--- src/sqie_map.svh ---
// Register offsets, field positions, reset values for the sequencer interrupt block.
// Assumes inclusion by bare name from the block.
`ifndef SQIE_MAP_SVH
`define SQIE_MAP_SVH
`define SQIE_OFF_SSR      12'h000
`define SQIE_OFF_PSR      12'h004
`define SQIE_OFF_CNT      12'h008
`define SQIE_OFF_WATCH    12'h00c
`define SQIE_OFF_VBASE    12'h010
`define SQIE_OFF_LAST     12'h014
`define SQIE_OFF_IFETCH   12'h018
`define SQIE_OFF_IEXEC    12'h01c
`define SQIE_OFF_ADDRH    12'h020
`define SQIE_OFF_CTRL     12'h024
`define SQIE_B_MALF       0
`define SQIE_B_MALE       1
`define SQIE_B_BRKF       6
`define SQIE_B_BRKC       7
`define SQIE_B_BRKD       8
`define SQIE_B_TIMF       9
`define SQIE_B_TIME       10
`define SQIE_B_SOVF       11
`define SQIE_B_SOVE       12
`define SQIE_B_SUNF       13
`define SQIE_B_SUNE       14
`define SQIE_B_TRPF       15
`define SQIE_B_TRPE       16
`define SQIE_B_PRVF       17
`define SQIE_B_PRVE       18
`define SQIE_B_X4F        19
`define SQIE_B_X4E        20
`define SQIE_B_X23E       21
`define SQIE_B_X2F        22
`define SQIE_B_X3F        23
`define SQIE_B_X1F        24
`define SQIE_B_X1E        25
`define SQIE_B_MEN        26
`define SQIE_B_SP_LO      27
`define SQIE_B_BANK       0
`define SQIE_B_SUPER      0
`define SQIE_SSR_RESET    32'hf800_0000
`define SQIE_SP_EMPTY     5'h1f
`define SQIE_SP_NEARFULL  5'h1d
`define SQIE_VEC_WORDS    64
`define SQIE_RESP_OKAY    2'b00
`define SQIE_RESP_SLVERR  2'b10
`endif

--- src/sqie_pkg.sv ---
// Types shared by the sequencer interrupt block.
package sqie_pkg;
    // Bus slave phases
    typedef enum logic [1:0] {
        SQIE_IDLE = 2'b00,
        SQIE_WRESP = 2'b01,
        SQIE_RRESP = 2'b10
    } sqie_bus_t;

    // Sequencer events from the core, one-cycle pulses
    typedef struct packed {
        logic        push;
        logic        pop;
        logic        trap;
        logic [10:0] trap_imm;
        logic        priv_op;
        logic        misalign;
        logic        code_acc;
        logic [31:0] code_addr;
        logic        data_acc;
        logic [31:0] data_addr;
        logic        retire;
        logic [31:0] retire_addr;
        logic        agen;
        logic [31:0] agen_addr;
        logic [31:0] exec_pc;
        logic [31:0] fetch_pc;
    } sqie_evt_t;

    // Interrupt entry to the core
    typedef struct packed {
        logic        take;
        logic [31:0] vector;
        logic        push_imm;
        logic [10:0] imm;
    } sqie_entry_t;

    // Whole state of the block
    typedef struct packed {
        logic [31:0] ssr;
        logic        bank;
        logic        smode;        // Supervisor mode
        logic [31:0] cnt;
        logic [31:0] watch;
        logic [31:0] vbase;
        logic [31:0] last;
        logic [31:0] ifetch;
        logic [31:0] iexec;
        logic [31:0] addrh;
        logic [3:0]  x_s1;
        logic [3:0]  x_s2;
        sqie_bus_t   bus;
        logic        wa_ok;
        logic        wd_ok;
        logic [11:0] waddr;
        logic [31:0] wdata;
        logic [3:0]  wstrb;
        logic        awready;
        logic        wready;
        logic        bvalid;
        logic [1:0]  bresp;
        logic        arready;
        logic        rvalid;
        logic [31:0] rdata;
        logic [1:0]  rresp;
        sqie_entry_t entry;
    } sqie_state_t;
endpackage

--- src/sqie_block.sv ---
// Contract
// - Vector base register locates 64-word table
// - Keep address of last completed instruction
// - Save execute and fetch PCs on entry
// - Hold latest generated address for reissue
// - Bank toggle swaps upper four data registers
// - Stack pointer wraps modulo 32 on push/pop
// - Near-overflow when push hits third-last word
// - Underflow when pop empties the stack
// - Stack pointer sits in status bits 27-31
// - Master enable bit 26 gates all interrupts
// - Internal exception flag/enable bit positions
// - External request flag/enable bit positions
// - Active source sets flag; enables start entry
// - Flags still set with master enable clear
// - Status word access only in supervisor mode
// - Reset clears status except supervisor, pointer
// - Countdown decrements; negative sets its flag
// - Countdown keeps going; supervisor access only
// - Watch address match raises breakpoint flag; code needs BRKC set for code and BRKD for data matches
// - Second and third lines share one enable
// - Sixteen vectors from four source classes
// - Privileged op in user mode flags violation
// - Misaligned load or store sets its flag
// - Trap instruction sets trap flag
// - Supervisor mode on reset and interrupt entry
// - Active-low request lines sampled at rising edges
// - Trap pushes its 11-bit immediate first
//
// Interrupt and exception logic of the sequencer, with an AXI4-Lite register slave.
// Assumes core events arrive as one-cycle pulses on aclk; request lines are asynchronous.
`timescale 1ns/1ps
`include "sqie_map.svh"
module sqie_block
    import sqie_pkg::*;
(
    input  wire logic        aclk,
    input  wire logic        aresetn,
    input  wire logic        first_request_line_n,
    input  wire logic        second_request_line_n,
    input  wire logic        third_request_line_n,
    input  wire logic        fourth_request_line_n,
    input  wire sqie_evt_t   evt,
    input  wire logic        iret,
    output logic             supervisor_mode,
    output logic             bank_select,
    output logic [4:0]       stack_pointer,
    output sqie_entry_t      entry,
    output logic [31:0]      reissue_addr,
    input  wire logic [11:0] s_axi_awaddr,
    input  wire logic        s_axi_awvalid,
    output logic             s_axi_awready,
    input  wire logic [31:0] s_axi_wdata,
    input  wire logic [3:0]  s_axi_wstrb,
    input  wire logic        s_axi_wvalid,
    output logic             s_axi_wready,
    output logic [1:0]       s_axi_bresp,
    output logic             s_axi_bvalid,
    input  wire logic        s_axi_bready,
    input  wire logic [11:0] s_axi_araddr,
    input  wire logic        s_axi_arvalid,
    output logic             s_axi_arready,
    output logic [31:0]      s_axi_rdata,
    output logic [1:0]       s_axi_rresp,
    output logic             s_axi_rvalid,
    input  wire logic        s_axi_rready
);
    sqie_state_t s_reg;            // Registered state
    sqie_state_t s_next;           // Next state
    logic [31:0] sset;             // Flag set terms this cycle
    logic [3:0]  cls;              // Active-and-enabled classes
    logic        any_en;           // Some enabled flag pending
    logic [31:0] wmask;            // Byte mask of a write
    logic [31:0] wval;             // Merged write value

    // Byte-lane merge helper
    function automatic logic [31:0] merge(input logic [31:0] old, input logic [31:0] nw, input logic [31:0] m);
        merge = (old & ~m) | (nw & m);
    endfunction

    // Next-state logic: flags, counters, entry, bus slave
    always_comb begin
        s_next = s_reg;
        sset = 32'h0000_0000;
        cls = 4'h0;
        any_en = 1'b0;
        wmask = {{8{s_reg.wstrb[3]}}, {8{s_reg.wstrb[2]}}, {8{s_reg.wstrb[1]}}, {8{s_reg.wstrb[0]}}};
        wval = 32'h0000_0000;
        s_next.entry = '0;
        // Two-stage synchronisers, active low inverted after the second stage
        s_next.x_s1 = {fourth_request_line_n, third_request_line_n, second_request_line_n, first_request_line_n};
        s_next.x_s2 = s_reg.x_s1;
        // External sources
        sset[`SQIE_B_X1F] = ~s_reg.x_s2[0];
        sset[`SQIE_B_X2F] = ~s_reg.x_s2[1];
        sset[`SQIE_B_X3F] = ~s_reg.x_s2[2];
        sset[`SQIE_B_X4F] = ~s_reg.x_s2[3];
        // Internal sources
        sset[`SQIE_B_PRVF] = evt.priv_op & ~s_reg.smode;
        sset[`SQIE_B_MALF] = evt.misalign;
        sset[`SQIE_B_TRPF] = evt.trap;
        sset[`SQIE_B_BRKF] = (evt.code_acc & s_reg.ssr[`SQIE_B_BRKC] & (evt.code_addr == s_reg.watch))
                           | (evt.data_acc & s_reg.ssr[`SQIE_B_BRKD] & (evt.data_addr == s_reg.watch));
        // Trap pushes its immediate, so count it as a push
        sset[`SQIE_B_SOVF] = (evt.push | evt.trap) & ~evt.pop
                           & (s_reg.ssr[31:27] + 5'h01 == `SQIE_SP_NEARFULL);
        sset[`SQIE_B_SUNF] = evt.pop & ~(evt.push | evt.trap)
                           & (s_reg.ssr[31:27] == 5'h00);
        // Countdown decrements every cycle without a counter write and keeps running
        s_next.cnt = s_reg.cnt - 32'h0000_0001;
        // Stack pointer, modulo 32 by width
        if ((evt.push | evt.trap) & ~evt.pop) begin
            s_next.ssr[31:27] = s_reg.ssr[31:27] + 5'h01;
        end else if (evt.pop & ~(evt.push | evt.trap)) begin
            s_next.ssr[31:27] = s_reg.ssr[31:27] - 5'h01;
        end
        // Tracking registers
        if (evt.retire) begin
            s_next.last = evt.retire_addr;
        end
        if (evt.agen) begin
            s_next.addrh = evt.agen_addr;
        end
        if (iret) begin
            s_next.smode = 1'b0;
        end
        // Bus slave: accept address and data in either order
        s_next.awready = 1'b0;
        s_next.wready = 1'b0;
        s_next.arready = 1'b0;
        case (s_reg.bus)
            SQIE_IDLE: begin
                if (s_axi_awvalid & ~s_reg.wa_ok & ~s_reg.awready) begin
                    s_next.awready = 1'b1;
                    s_next.wa_ok = 1'b1;
                    s_next.waddr = s_axi_awaddr;
                end
                if (s_axi_wvalid & ~s_reg.wd_ok & ~s_reg.wready) begin
                    s_next.wready = 1'b1;
                    s_next.wd_ok = 1'b1;
                    s_next.wdata = s_axi_wdata;
                    s_next.wstrb = s_axi_wstrb;
                end
                if (s_reg.wa_ok & s_reg.wd_ok) begin
                    // Perform the write; supervisor-only registers refuse user access
                    s_next.bresp = `SQIE_RESP_OKAY;
                    s_next.wa_ok = 1'b0;
                    s_next.wd_ok = 1'b0;
                    s_next.bvalid = 1'b1;
                    s_next.bus = SQIE_WRESP;
                    case (s_reg.waddr)
                        `SQIE_OFF_SSR: begin
                            if (s_reg.smode) begin
                                wval = merge(s_reg.ssr, s_reg.wdata, wmask);
                                s_next.ssr = wval;
                            end else begin
                                s_next.bresp = `SQIE_RESP_SLVERR;
                            end
                        end
                        `SQIE_OFF_CNT: begin
                            if (s_reg.smode) begin
                                s_next.cnt = merge(s_reg.cnt, s_reg.wdata, wmask);
                            end else begin
                                s_next.bresp = `SQIE_RESP_SLVERR;
                            end
                        end
                        `SQIE_OFF_PSR: begin
                            // Bank toggle lives in lane 0 only
                            s_next.bank = s_reg.wstrb[0] ? s_reg.wdata[`SQIE_B_BANK] : s_reg.bank;
                        end
                        `SQIE_OFF_WATCH: s_next.watch = merge(s_reg.watch, s_reg.wdata, wmask);
                        `SQIE_OFF_VBASE: s_next.vbase = merge(s_reg.vbase, s_reg.wdata, wmask);
                        `SQIE_OFF_CTRL:  s_next.smode = s_reg.wstrb[0] ? s_reg.wdata[`SQIE_B_SUPER] : s_reg.smode;
                        `SQIE_OFF_LAST, `SQIE_OFF_IFETCH, `SQIE_OFF_IEXEC, `SQIE_OFF_ADDRH: begin
                            // Read-only: write ignored
                        end
                        default: s_next.bresp = `SQIE_RESP_SLVERR;
                    endcase
                end else if (s_axi_arvalid & ~s_reg.awready & ~s_reg.wready & ~s_reg.wa_ok & ~s_reg.wd_ok) begin
                    // Reads go only when no write is half taken
                    s_next.arready = 1'b1;
                    s_next.rvalid = 1'b1;
                    s_next.rresp = `SQIE_RESP_OKAY;
                    s_next.bus = SQIE_RRESP;
                    case (s_axi_araddr)
                        `SQIE_OFF_SSR: begin
                            s_next.rdata = s_reg.smode ? s_reg.ssr : 32'h0000_0000;
                            s_next.rresp = s_reg.smode ? `SQIE_RESP_OKAY : `SQIE_RESP_SLVERR;
                        end
                        `SQIE_OFF_CNT: begin
                            s_next.rdata = s_reg.smode ? s_reg.cnt : 32'h0000_0000;
                            s_next.rresp = s_reg.smode ? `SQIE_RESP_OKAY : `SQIE_RESP_SLVERR;
                        end
                        `SQIE_OFF_PSR:    s_next.rdata = {31'h0000_0000, s_reg.bank};
                        `SQIE_OFF_WATCH:  s_next.rdata = s_reg.watch;
                        `SQIE_OFF_VBASE:  s_next.rdata = s_reg.vbase;
                        `SQIE_OFF_LAST:   s_next.rdata = s_reg.last;
                        `SQIE_OFF_IFETCH: s_next.rdata = s_reg.ifetch;
                        `SQIE_OFF_IEXEC:  s_next.rdata = s_reg.iexec;
                        `SQIE_OFF_ADDRH:  s_next.rdata = s_reg.addrh;
                        `SQIE_OFF_CTRL:   s_next.rdata = {31'h0000_0000, s_reg.smode};
                        default: begin
                            s_next.rdata = 32'h0000_0000;
                            s_next.rresp = `SQIE_RESP_SLVERR;
                        end
                    endcase
                end
            end
            SQIE_WRESP: begin
                if (s_axi_bready) begin
                    s_next.bvalid = 1'b0;
                    s_next.bus = SQIE_IDLE;
                end
            end
            SQIE_RRESP: begin
                if (s_axi_rready) begin
                    s_next.rvalid = 1'b0;
                    s_next.bus = SQIE_IDLE;
                end
            end
            default: s_next.bus = SQIE_IDLE;
        endcase
        // Flag follows the final counter value, so a write of a negative count raises it too
        // Without this order a freshly written negative count would run with its flag clear
        sset[`SQIE_B_TIMF] = s_next.cnt[31];
        // Hardware sets win over a software write in the same cycle
        s_next.ssr = s_next.ssr | sset;
        // Classes: first line, second/third line, trap, others
        cls[3] = s_next.ssr[`SQIE_B_X1F] & s_next.ssr[`SQIE_B_X1E];
        cls[2] = (s_next.ssr[`SQIE_B_X2F] | s_next.ssr[`SQIE_B_X3F]) & s_next.ssr[`SQIE_B_X23E];
        cls[1] = s_next.ssr[`SQIE_B_TRPF] & s_next.ssr[`SQIE_B_TRPE];
        cls[0] = (s_next.ssr[`SQIE_B_MALF] & s_next.ssr[`SQIE_B_MALE])
               | (s_next.ssr[`SQIE_B_BRKF] & (s_next.ssr[`SQIE_B_BRKC] | s_next.ssr[`SQIE_B_BRKD]))
               | (s_next.ssr[`SQIE_B_TIMF] & s_next.ssr[`SQIE_B_TIME])
               | (s_next.ssr[`SQIE_B_SOVF] & s_next.ssr[`SQIE_B_SOVE])
               | (s_next.ssr[`SQIE_B_SUNF] & s_next.ssr[`SQIE_B_SUNE])
               | (s_next.ssr[`SQIE_B_PRVF] & s_next.ssr[`SQIE_B_PRVE])
               | (s_next.ssr[`SQIE_B_X4F] & s_next.ssr[`SQIE_B_X4E]);
        any_en = |cls;
        // Entry: master enable gates all; entry clears it to avoid re-entry
        // Gate on the registered enable: a write that sets it acts from the next cycle
        // Flags stay up, so a source pending at that write is still honoured one cycle later
        if (any_en & s_reg.ssr[`SQIE_B_MEN]) begin
            s_next.entry.take = 1'b1;
            s_next.entry.vector = s_reg.vbase + {28'h000_0000, cls};
            s_next.ifetch = evt.fetch_pc;
            s_next.iexec = evt.exec_pc;
            s_next.smode = 1'b1;
            s_next.ssr[`SQIE_B_MEN] = 1'b0;
        end
        s_next.entry.push_imm = evt.trap;
        s_next.entry.imm = evt.trap_imm;
    end

    // State register; reset values are constants
    always_ff @(posedge aclk) begin
        if (!aresetn) begin
            s_reg <= '0;
            s_reg.ssr <= `SQIE_SSR_RESET;
            s_reg.smode <= 1'b1;
            s_reg.x_s1 <= 4'hf;
            s_reg.x_s2 <= 4'hf;
            s_reg.bus <= SQIE_IDLE;
        end else begin
            s_reg <= s_next;
        end
    end

    // Outputs straight from flip-flops
    assign supervisor_mode = s_reg.smode;
    assign bank_select     = s_reg.bank;
    assign stack_pointer   = s_reg.ssr[31:27];
    assign entry           = s_reg.entry;
    assign reissue_addr    = s_reg.addrh;
    assign s_axi_awready   = s_reg.awready;
    assign s_axi_wready    = s_reg.wready;
    assign s_axi_bvalid    = s_reg.bvalid;
    assign s_axi_bresp     = s_reg.bresp;
    assign s_axi_arready   = s_reg.arready;
    assign s_axi_rvalid    = s_reg.rvalid;
    assign s_axi_rdata     = s_reg.rdata;
    assign s_axi_rresp     = s_reg.rresp;

    // Checks on what the block drives; each label line names the rule it guards

    // Reset leaves only the supervisor bit and the empty stack pointer set
    chk_reset_status: assert property (@(posedge aclk)
        !aresetn |=> s_reg.ssr == `SQIE_SSR_RESET && s_reg.smode)
        else $error("status word reset value wrong");

    // An entry needs the master enable that stood in the cycle it was decided
    chk_men_gate: assert property (@(posedge aclk) disable iff (!aresetn)
        entry.take |-> $past(s_reg.ssr[`SQIE_B_MEN]))
        else $error("entry without master enable");
    chk_entry_super: assert property (@(posedge aclk) disable iff (!aresetn)
        entry.take |-> supervisor_mode)
        else $error("entry left user mode");

    // A lone push moves the pointer up by one unless a status write overrides it
    chk_sp_push: assert property (@(posedge aclk) disable iff (!aresetn)
        (evt.push & ~evt.pop & ~evt.trap & s_reg.bus == SQIE_IDLE & ~(s_reg.wa_ok & s_reg.wd_ok))
        |=> stack_pointer == $past(stack_pointer) + 5'h01)
        else $error("push did not advance pointer");

    // Push from pointer 28 lands in the third-last word
    chk_sov_flag: assert property (@(posedge aclk) disable iff (!aresetn)
        evt.push & ~evt.pop & stack_pointer == 5'h1c |=> s_reg.ssr[`SQIE_B_SOVF])
        else $error("near-overflow flag missing");

    // Pop at pointer 0 takes the last valid word
    chk_sun_flag: assert property (@(posedge aclk) disable iff (!aresetn)
        evt.pop & ~evt.push & ~evt.trap & stack_pointer == 5'h00 |=> s_reg.ssr[`SQIE_B_SUNF])
        else $error("underflow flag missing");

    // Two sync stages plus the flag register: a held low level shows three edges on
    chk_first_request_line_flag: assert property (@(posedge aclk) disable iff (!aresetn)
        !first_request_line_n ##1 !first_request_line_n |=> ##1 s_reg.ssr[`SQIE_B_X1F])
        else $error("first line flag not set");
    chk_count_down: assert property (@(posedge aclk) disable iff (!aresetn)
        !(s_reg.wa_ok & s_reg.wd_ok) |=> s_reg.cnt == $past(s_reg.cnt) - 32'h0000_0001)
        else $error("countdown stalled");
    chk_timer_flag: assert property (@(posedge aclk) disable iff (!aresetn)
        s_reg.cnt[31] |-> s_reg.ssr[`SQIE_B_TIMF])
        else $error("timer flag missing");
    chk_priv_flag: assert property (@(posedge aclk) disable iff (!aresetn)
        evt.priv_op & ~s_reg.smode |=> s_reg.ssr[`SQIE_B_PRVF])
        else $error("privilege flag missing");
    chk_trap_imm: assert property (@(posedge aclk) disable iff (!aresetn)
        evt.trap |=> entry.push_imm && entry.imm == $past(evt.trap_imm))
        else $error("trap immediate not pushed");
    chk_last_addr: assert property (@(posedge aclk) disable iff (!aresetn)
        evt.retire |=> s_reg.last == $past(evt.retire_addr))
        else $error("last address not kept");
    chk_vector_pos: assert property (@(posedge aclk) disable iff (!aresetn)
        entry.take |-> entry.vector - $past(s_reg.vbase) < 32'd16)
        else $error("vector outside table");

    // Mode is taken from the cycle the read was accepted, as the slave decided it then
    chk_user_ssr: assert property (@(posedge aclk) disable iff (!aresetn)
        s_axi_rvalid & $rose(s_axi_rvalid) & ~$past(supervisor_mode) & $past(s_axi_araddr) == `SQIE_OFF_SSR
        |-> s_axi_rresp == `SQIE_RESP_SLVERR)
        else $error("user read of status allowed");

    // Main scenarios that the bench should reach
    cov_entry: cover property (@(posedge aclk) disable iff (!aresetn) entry.take);
    cov_trap: cover property (@(posedge aclk) disable iff (!aresetn) evt.trap ##[1:4] entry.take);
    cov_write: cover property (@(posedge aclk) disable iff (!aresetn) s_axi_bvalid & s_axi_bready);
    cov_first_request_line: cover property (@(posedge aclk) disable iff (!aresetn) !first_request_line_n ##3 entry.take);
    cov_refuse: cover property (@(posedge aclk) disable iff (!aresetn) s_axi_rvalid & s_axi_rresp[1]);
endmodule

--- config.mk ---
export PLATFORM = sky130hd
export DESIGN_NAME = sqie_block
export DESIGN_NICKNAME = d
export VERILOG_FILES = /design/src/sqie_pkg.sv /design/src/sqie_block.sv
export VERILOG_INCLUDE_DIRS = /design/src
export SDC_FILE = /design/constraint.sdc
export NUM_CORES = 1
export LEC_CHECK = 0
export BUFFER_PORTS_ARGS = -buffer_cell sky130_fd_sc_hd__buf_4
export CORE_MARGIN = 5
export CORE_UTILIZATION = 26
export DETAILED_ROUTE_END_ITERATION = 12
export GPL_ROUTABILITY_DRIVEN = 0
export PLACE_DENSITY = 0.5
export SLEW_MARGIN = 30
export SYNTH_ARGS = -nofsm -noshare
export SYNTH_HDL_FRONTEND = slang
export SYNTH_SLANG_ARGS = --single-unit
export TNS_END_PERCENT = 30
--- constraint.sdc ---
create_clock -name aclk -period 12.4 [get_ports aclk]
set_input_delay 2.48 -clock aclk [delete_from_list [all_inputs] [get_ports aclk]]
set_output_delay 2.48 -clock aclk [all_outputs]
set_load 0.02 [all_outputs]
==> flow_summary.json <==
{
  "grt_pass1_vias": 18300,
  "fp.coreArea_mm2": 0.0771,
  "setup_viol": 0,
  "tns_ns": 0,
  "synthTopCellsByArea": "dfxtp_1, nand2_1, a21oi_1, buf_4, a22oi_1",
  "p_int_mw": 2.49,
  "p_clk_frac": 0.436,
  "clkLatencyLatePin_ns": 0.63,
  "drtPass1Iterations": 6,
  "dp_slack_ns": 4.01,
  "startpoint_type": "primary input",
  "antenna_found_initial": 8,
  "arrival_ns": 8.43,
  "finalCriticalPeriod_ns": 7.94,
  "synth_area_per_cell_um2": 8.16,
  "via_per_inst": 5.25,
  "yosysSeqAreaShare": 0.400,
  "die_area_mm2": 0.0830,
  "holdBufCountCts": 0,
  "worstMarginPinSlew_ns": 1.15,
  "start_util": 0.261,
  "drt_iter0_markers": 2015,
  "rsz0062_at_grt": "false",
  "dp_hpwl_um": 68600,
  "grt_pass1_wl_um": 131000,
  "synth_seq_cells": 402,
  "final_area_mm2": 0.0249,
  "synth_top_area_cell": "dfxtp_1",
  "skew_ns": 0.0507,
  "routedWlPerCell_um": 25.0,
  "max_slew_margin": 0.227,
  "syn-cell-area_mm2": 0.0201,
  "route.detailed.drc": 0,
  "fillers": 8277,
  "end_kind": "flop",
  "final_util": 0.323,
  "pwr-share-seq": 0.431,
  "rows": 102,
  "post-cts-setup-buffers": 0,
  "worstPathRequired_ns": 12.89,
  "synthDistinctLibCells": 78,
  "fp.dieW_um": 288,
  "io_buffer_count": 406,
  "cts_root_buffer": "clkbuf_16",
  "htree_levels": 2,
  "syn2layout_area_growth_pct": 23.7,
  "crit_path_max_fanout": 67,
  "clk_pin_slew_ns": 0.06,
  "vias": 19600,
  "powerDensity_mw_per_mm2": 140,
  "drive_gt1_frac": 0.204,
  "io_pins": 409,
  "hold_violations": 0,
  "placedInstanceArea_mm2": 0.0232,
  "p_leak_nw": 9.73,
  "synth_edf_count": 0,
  "synth_ff_type": "dfxtp_1",
  "grt_max_degree": 138,
  "syn_inst": 2465,
  "post-route-period-util": 0.640,
  "die_y_um": 288,
  "switching_share": 0.288,
  "grt-ovfl-total": 0,
  "vdd_drop_max_uv": 109,
  "finalMaxSlewViolations": 0,
  "post_cts_resized": 0,
  "finalWirelength_um": 93300,
  "synth_top_area_frac": 0.400,
  "cts_tree": "done",
  "hold_path_class": "reg2reg",
  "fin_nets": 2936,
  "setup_slack_ns": 4.46,
  "clock-sinks": 402,
  "status": "finished, final reports clean",
  "cts_made_buffers": 50,
  "async_reset_ff_frac": 0,
  "max_freq_ghz": 0.126,
  "track_usage": 0.212,
  "yosys_warnings": 0,
  "drv_cap": 0,
  "critPathKind": "in2reg",
  "switchingPower_mw": 1.01,
  "clk_path_buf_depth": 3,
  "final_antenna_net_count": 0,
  "p_comb_frac": 0.133
}
==> metrics by stage <==
stage,hold slack [ns],cells,power (mW)
after detailed placement,0.405,3631,1.99
after floorplan,0.386,2466,1.78
after global placement,0.406,3630,1.99
after global routing,0.448,3724,3.64
final,0.421,3727,3.50
after CTS,0.428,3720,3.52
==> worst paths after layout <==
check / startpoint / end / slack (ns) / depth (start not counted)
max: evt[186] / entry[42] / 4.46 / 19
min: s_next[141] / s_reg[141] / 0.42 / 1
max reg2reg: s_reg[133] / entry[42] / 5.47 / 18
min reg2reg: s_next[141] / s_reg[141] / 0.42 / 1
==> cell usage in the layout (no fill, tap or decap), types with 15 or more instances in the layout <==
cell type    n
o311ai_0    16
nor2_1     204
inv_1       15
mux2i_1     85
nor4_1      22
and3_1      78
dfxtp_1    401
nand2_1    390
o21ai_0    115
nor3_1      30
o311ai_1    49
buf_4      431
a32oi_1     65
clkbuf_16   50
and2_1      27
nand4_1     19
xor2_1      71
nand3_1     48
a211oi_1    15
xnor2_1     25
a22oi_1    117
a21oi_1    183
==> final cells by class <==
cell class	instances	area, um^2	area share
Multi-Input combinational cell	1738	10500	0.420
Sequential cell	402	8050	0.324
Timing Repair Buffer	434	3290	0.132
Clock buffer	74	1450	0.0583
Tap cell	1040	1300	0.0523
Clock inverter	15	245	0.00986
Inverter	17	71.3	0.00287
Antenna cell	7	17.5	0.000704
==> power by group through the flow <==
stage	logic, mW	registers [mW]	clock network [mW]
floorplan	0.306	1.48	0
global placement	0.460	1.53	0
detailed placement	0.462	1.53	0
CTS	0.464	1.50	1.55
global route	0.515	1.52	1.61
finish	0.464	1.51	1.53
==> synthesized netlist by cell type (13+ instances only) <==
cell	n
dfxtp_1	402
nand2_1	390
nor2_1	207
a21oi_1	183
clkbuf_1	164
buf_4	120
a22oi_1	117
o21ai_0	115
mux2i_1	85
and3_1	79
xor2_1	71
a32oi_1	65
nand3_1	49
o311ai_1	49
nor3_1	31
nor4_1	29
and2_1	27
xnor2_1	25
nand4_1	19
inv_1	16
o311ai_0	16
a211oi_1	15
buf_2	14
a22o_1	13
nand2b_1	13
==> worst max-delay path: stages <==
cell,delay (ns)
buf_4,0.11
xor2_1,0.14
nor4_2,0.99
nand4_1,0.23
nor4_1,0.38
nor3_1,0.17
o221ai_4,0.20
buf_4,0.63
or2_4,0.81
ha_1,0.36
fa_1,0.23
a21o_1,0.12
a21oi_1,0.17
nor4_1,0.63
nand2_1,0.20
nor2_1,0.19
nand4_1,0.12
xor2_1,0.16
nor2_1,0.05
==> kinds of logic (layout without fill, tap and decap cells) <==
family / count (synthesis) / after routing / share of synthesized area
AO/OA/AOI/OAI: 653 / 653 / 0.220
XOR/XNOR: 96 / 96 / 0.0418
adder cells (fa/ha/maj): 9 / 9 / 0.00597
buffers and inverters: 326 / 540 / 0.0860
flip-flops: 402 / 402 / 0.400
multiplexers: 89 / 89 / 0.0445
other: 1 / 9 / 0.000186
AND/OR/NAND/NOR: 889 / 889 / 0.202
==> routing by layer <==
layer	vias up	track usage	routed length (um)	share of wire
li1	9126	-	-	-
met1	9495	0.283	39400	0.42
met2	827	0.339	43300	0.46
met3	133	0.0525	7850	0.084
met4	0	0.0639	2730	0.029
met5	-	0	0	0
No activity file was read; power rests on OpenSTA's default activity.
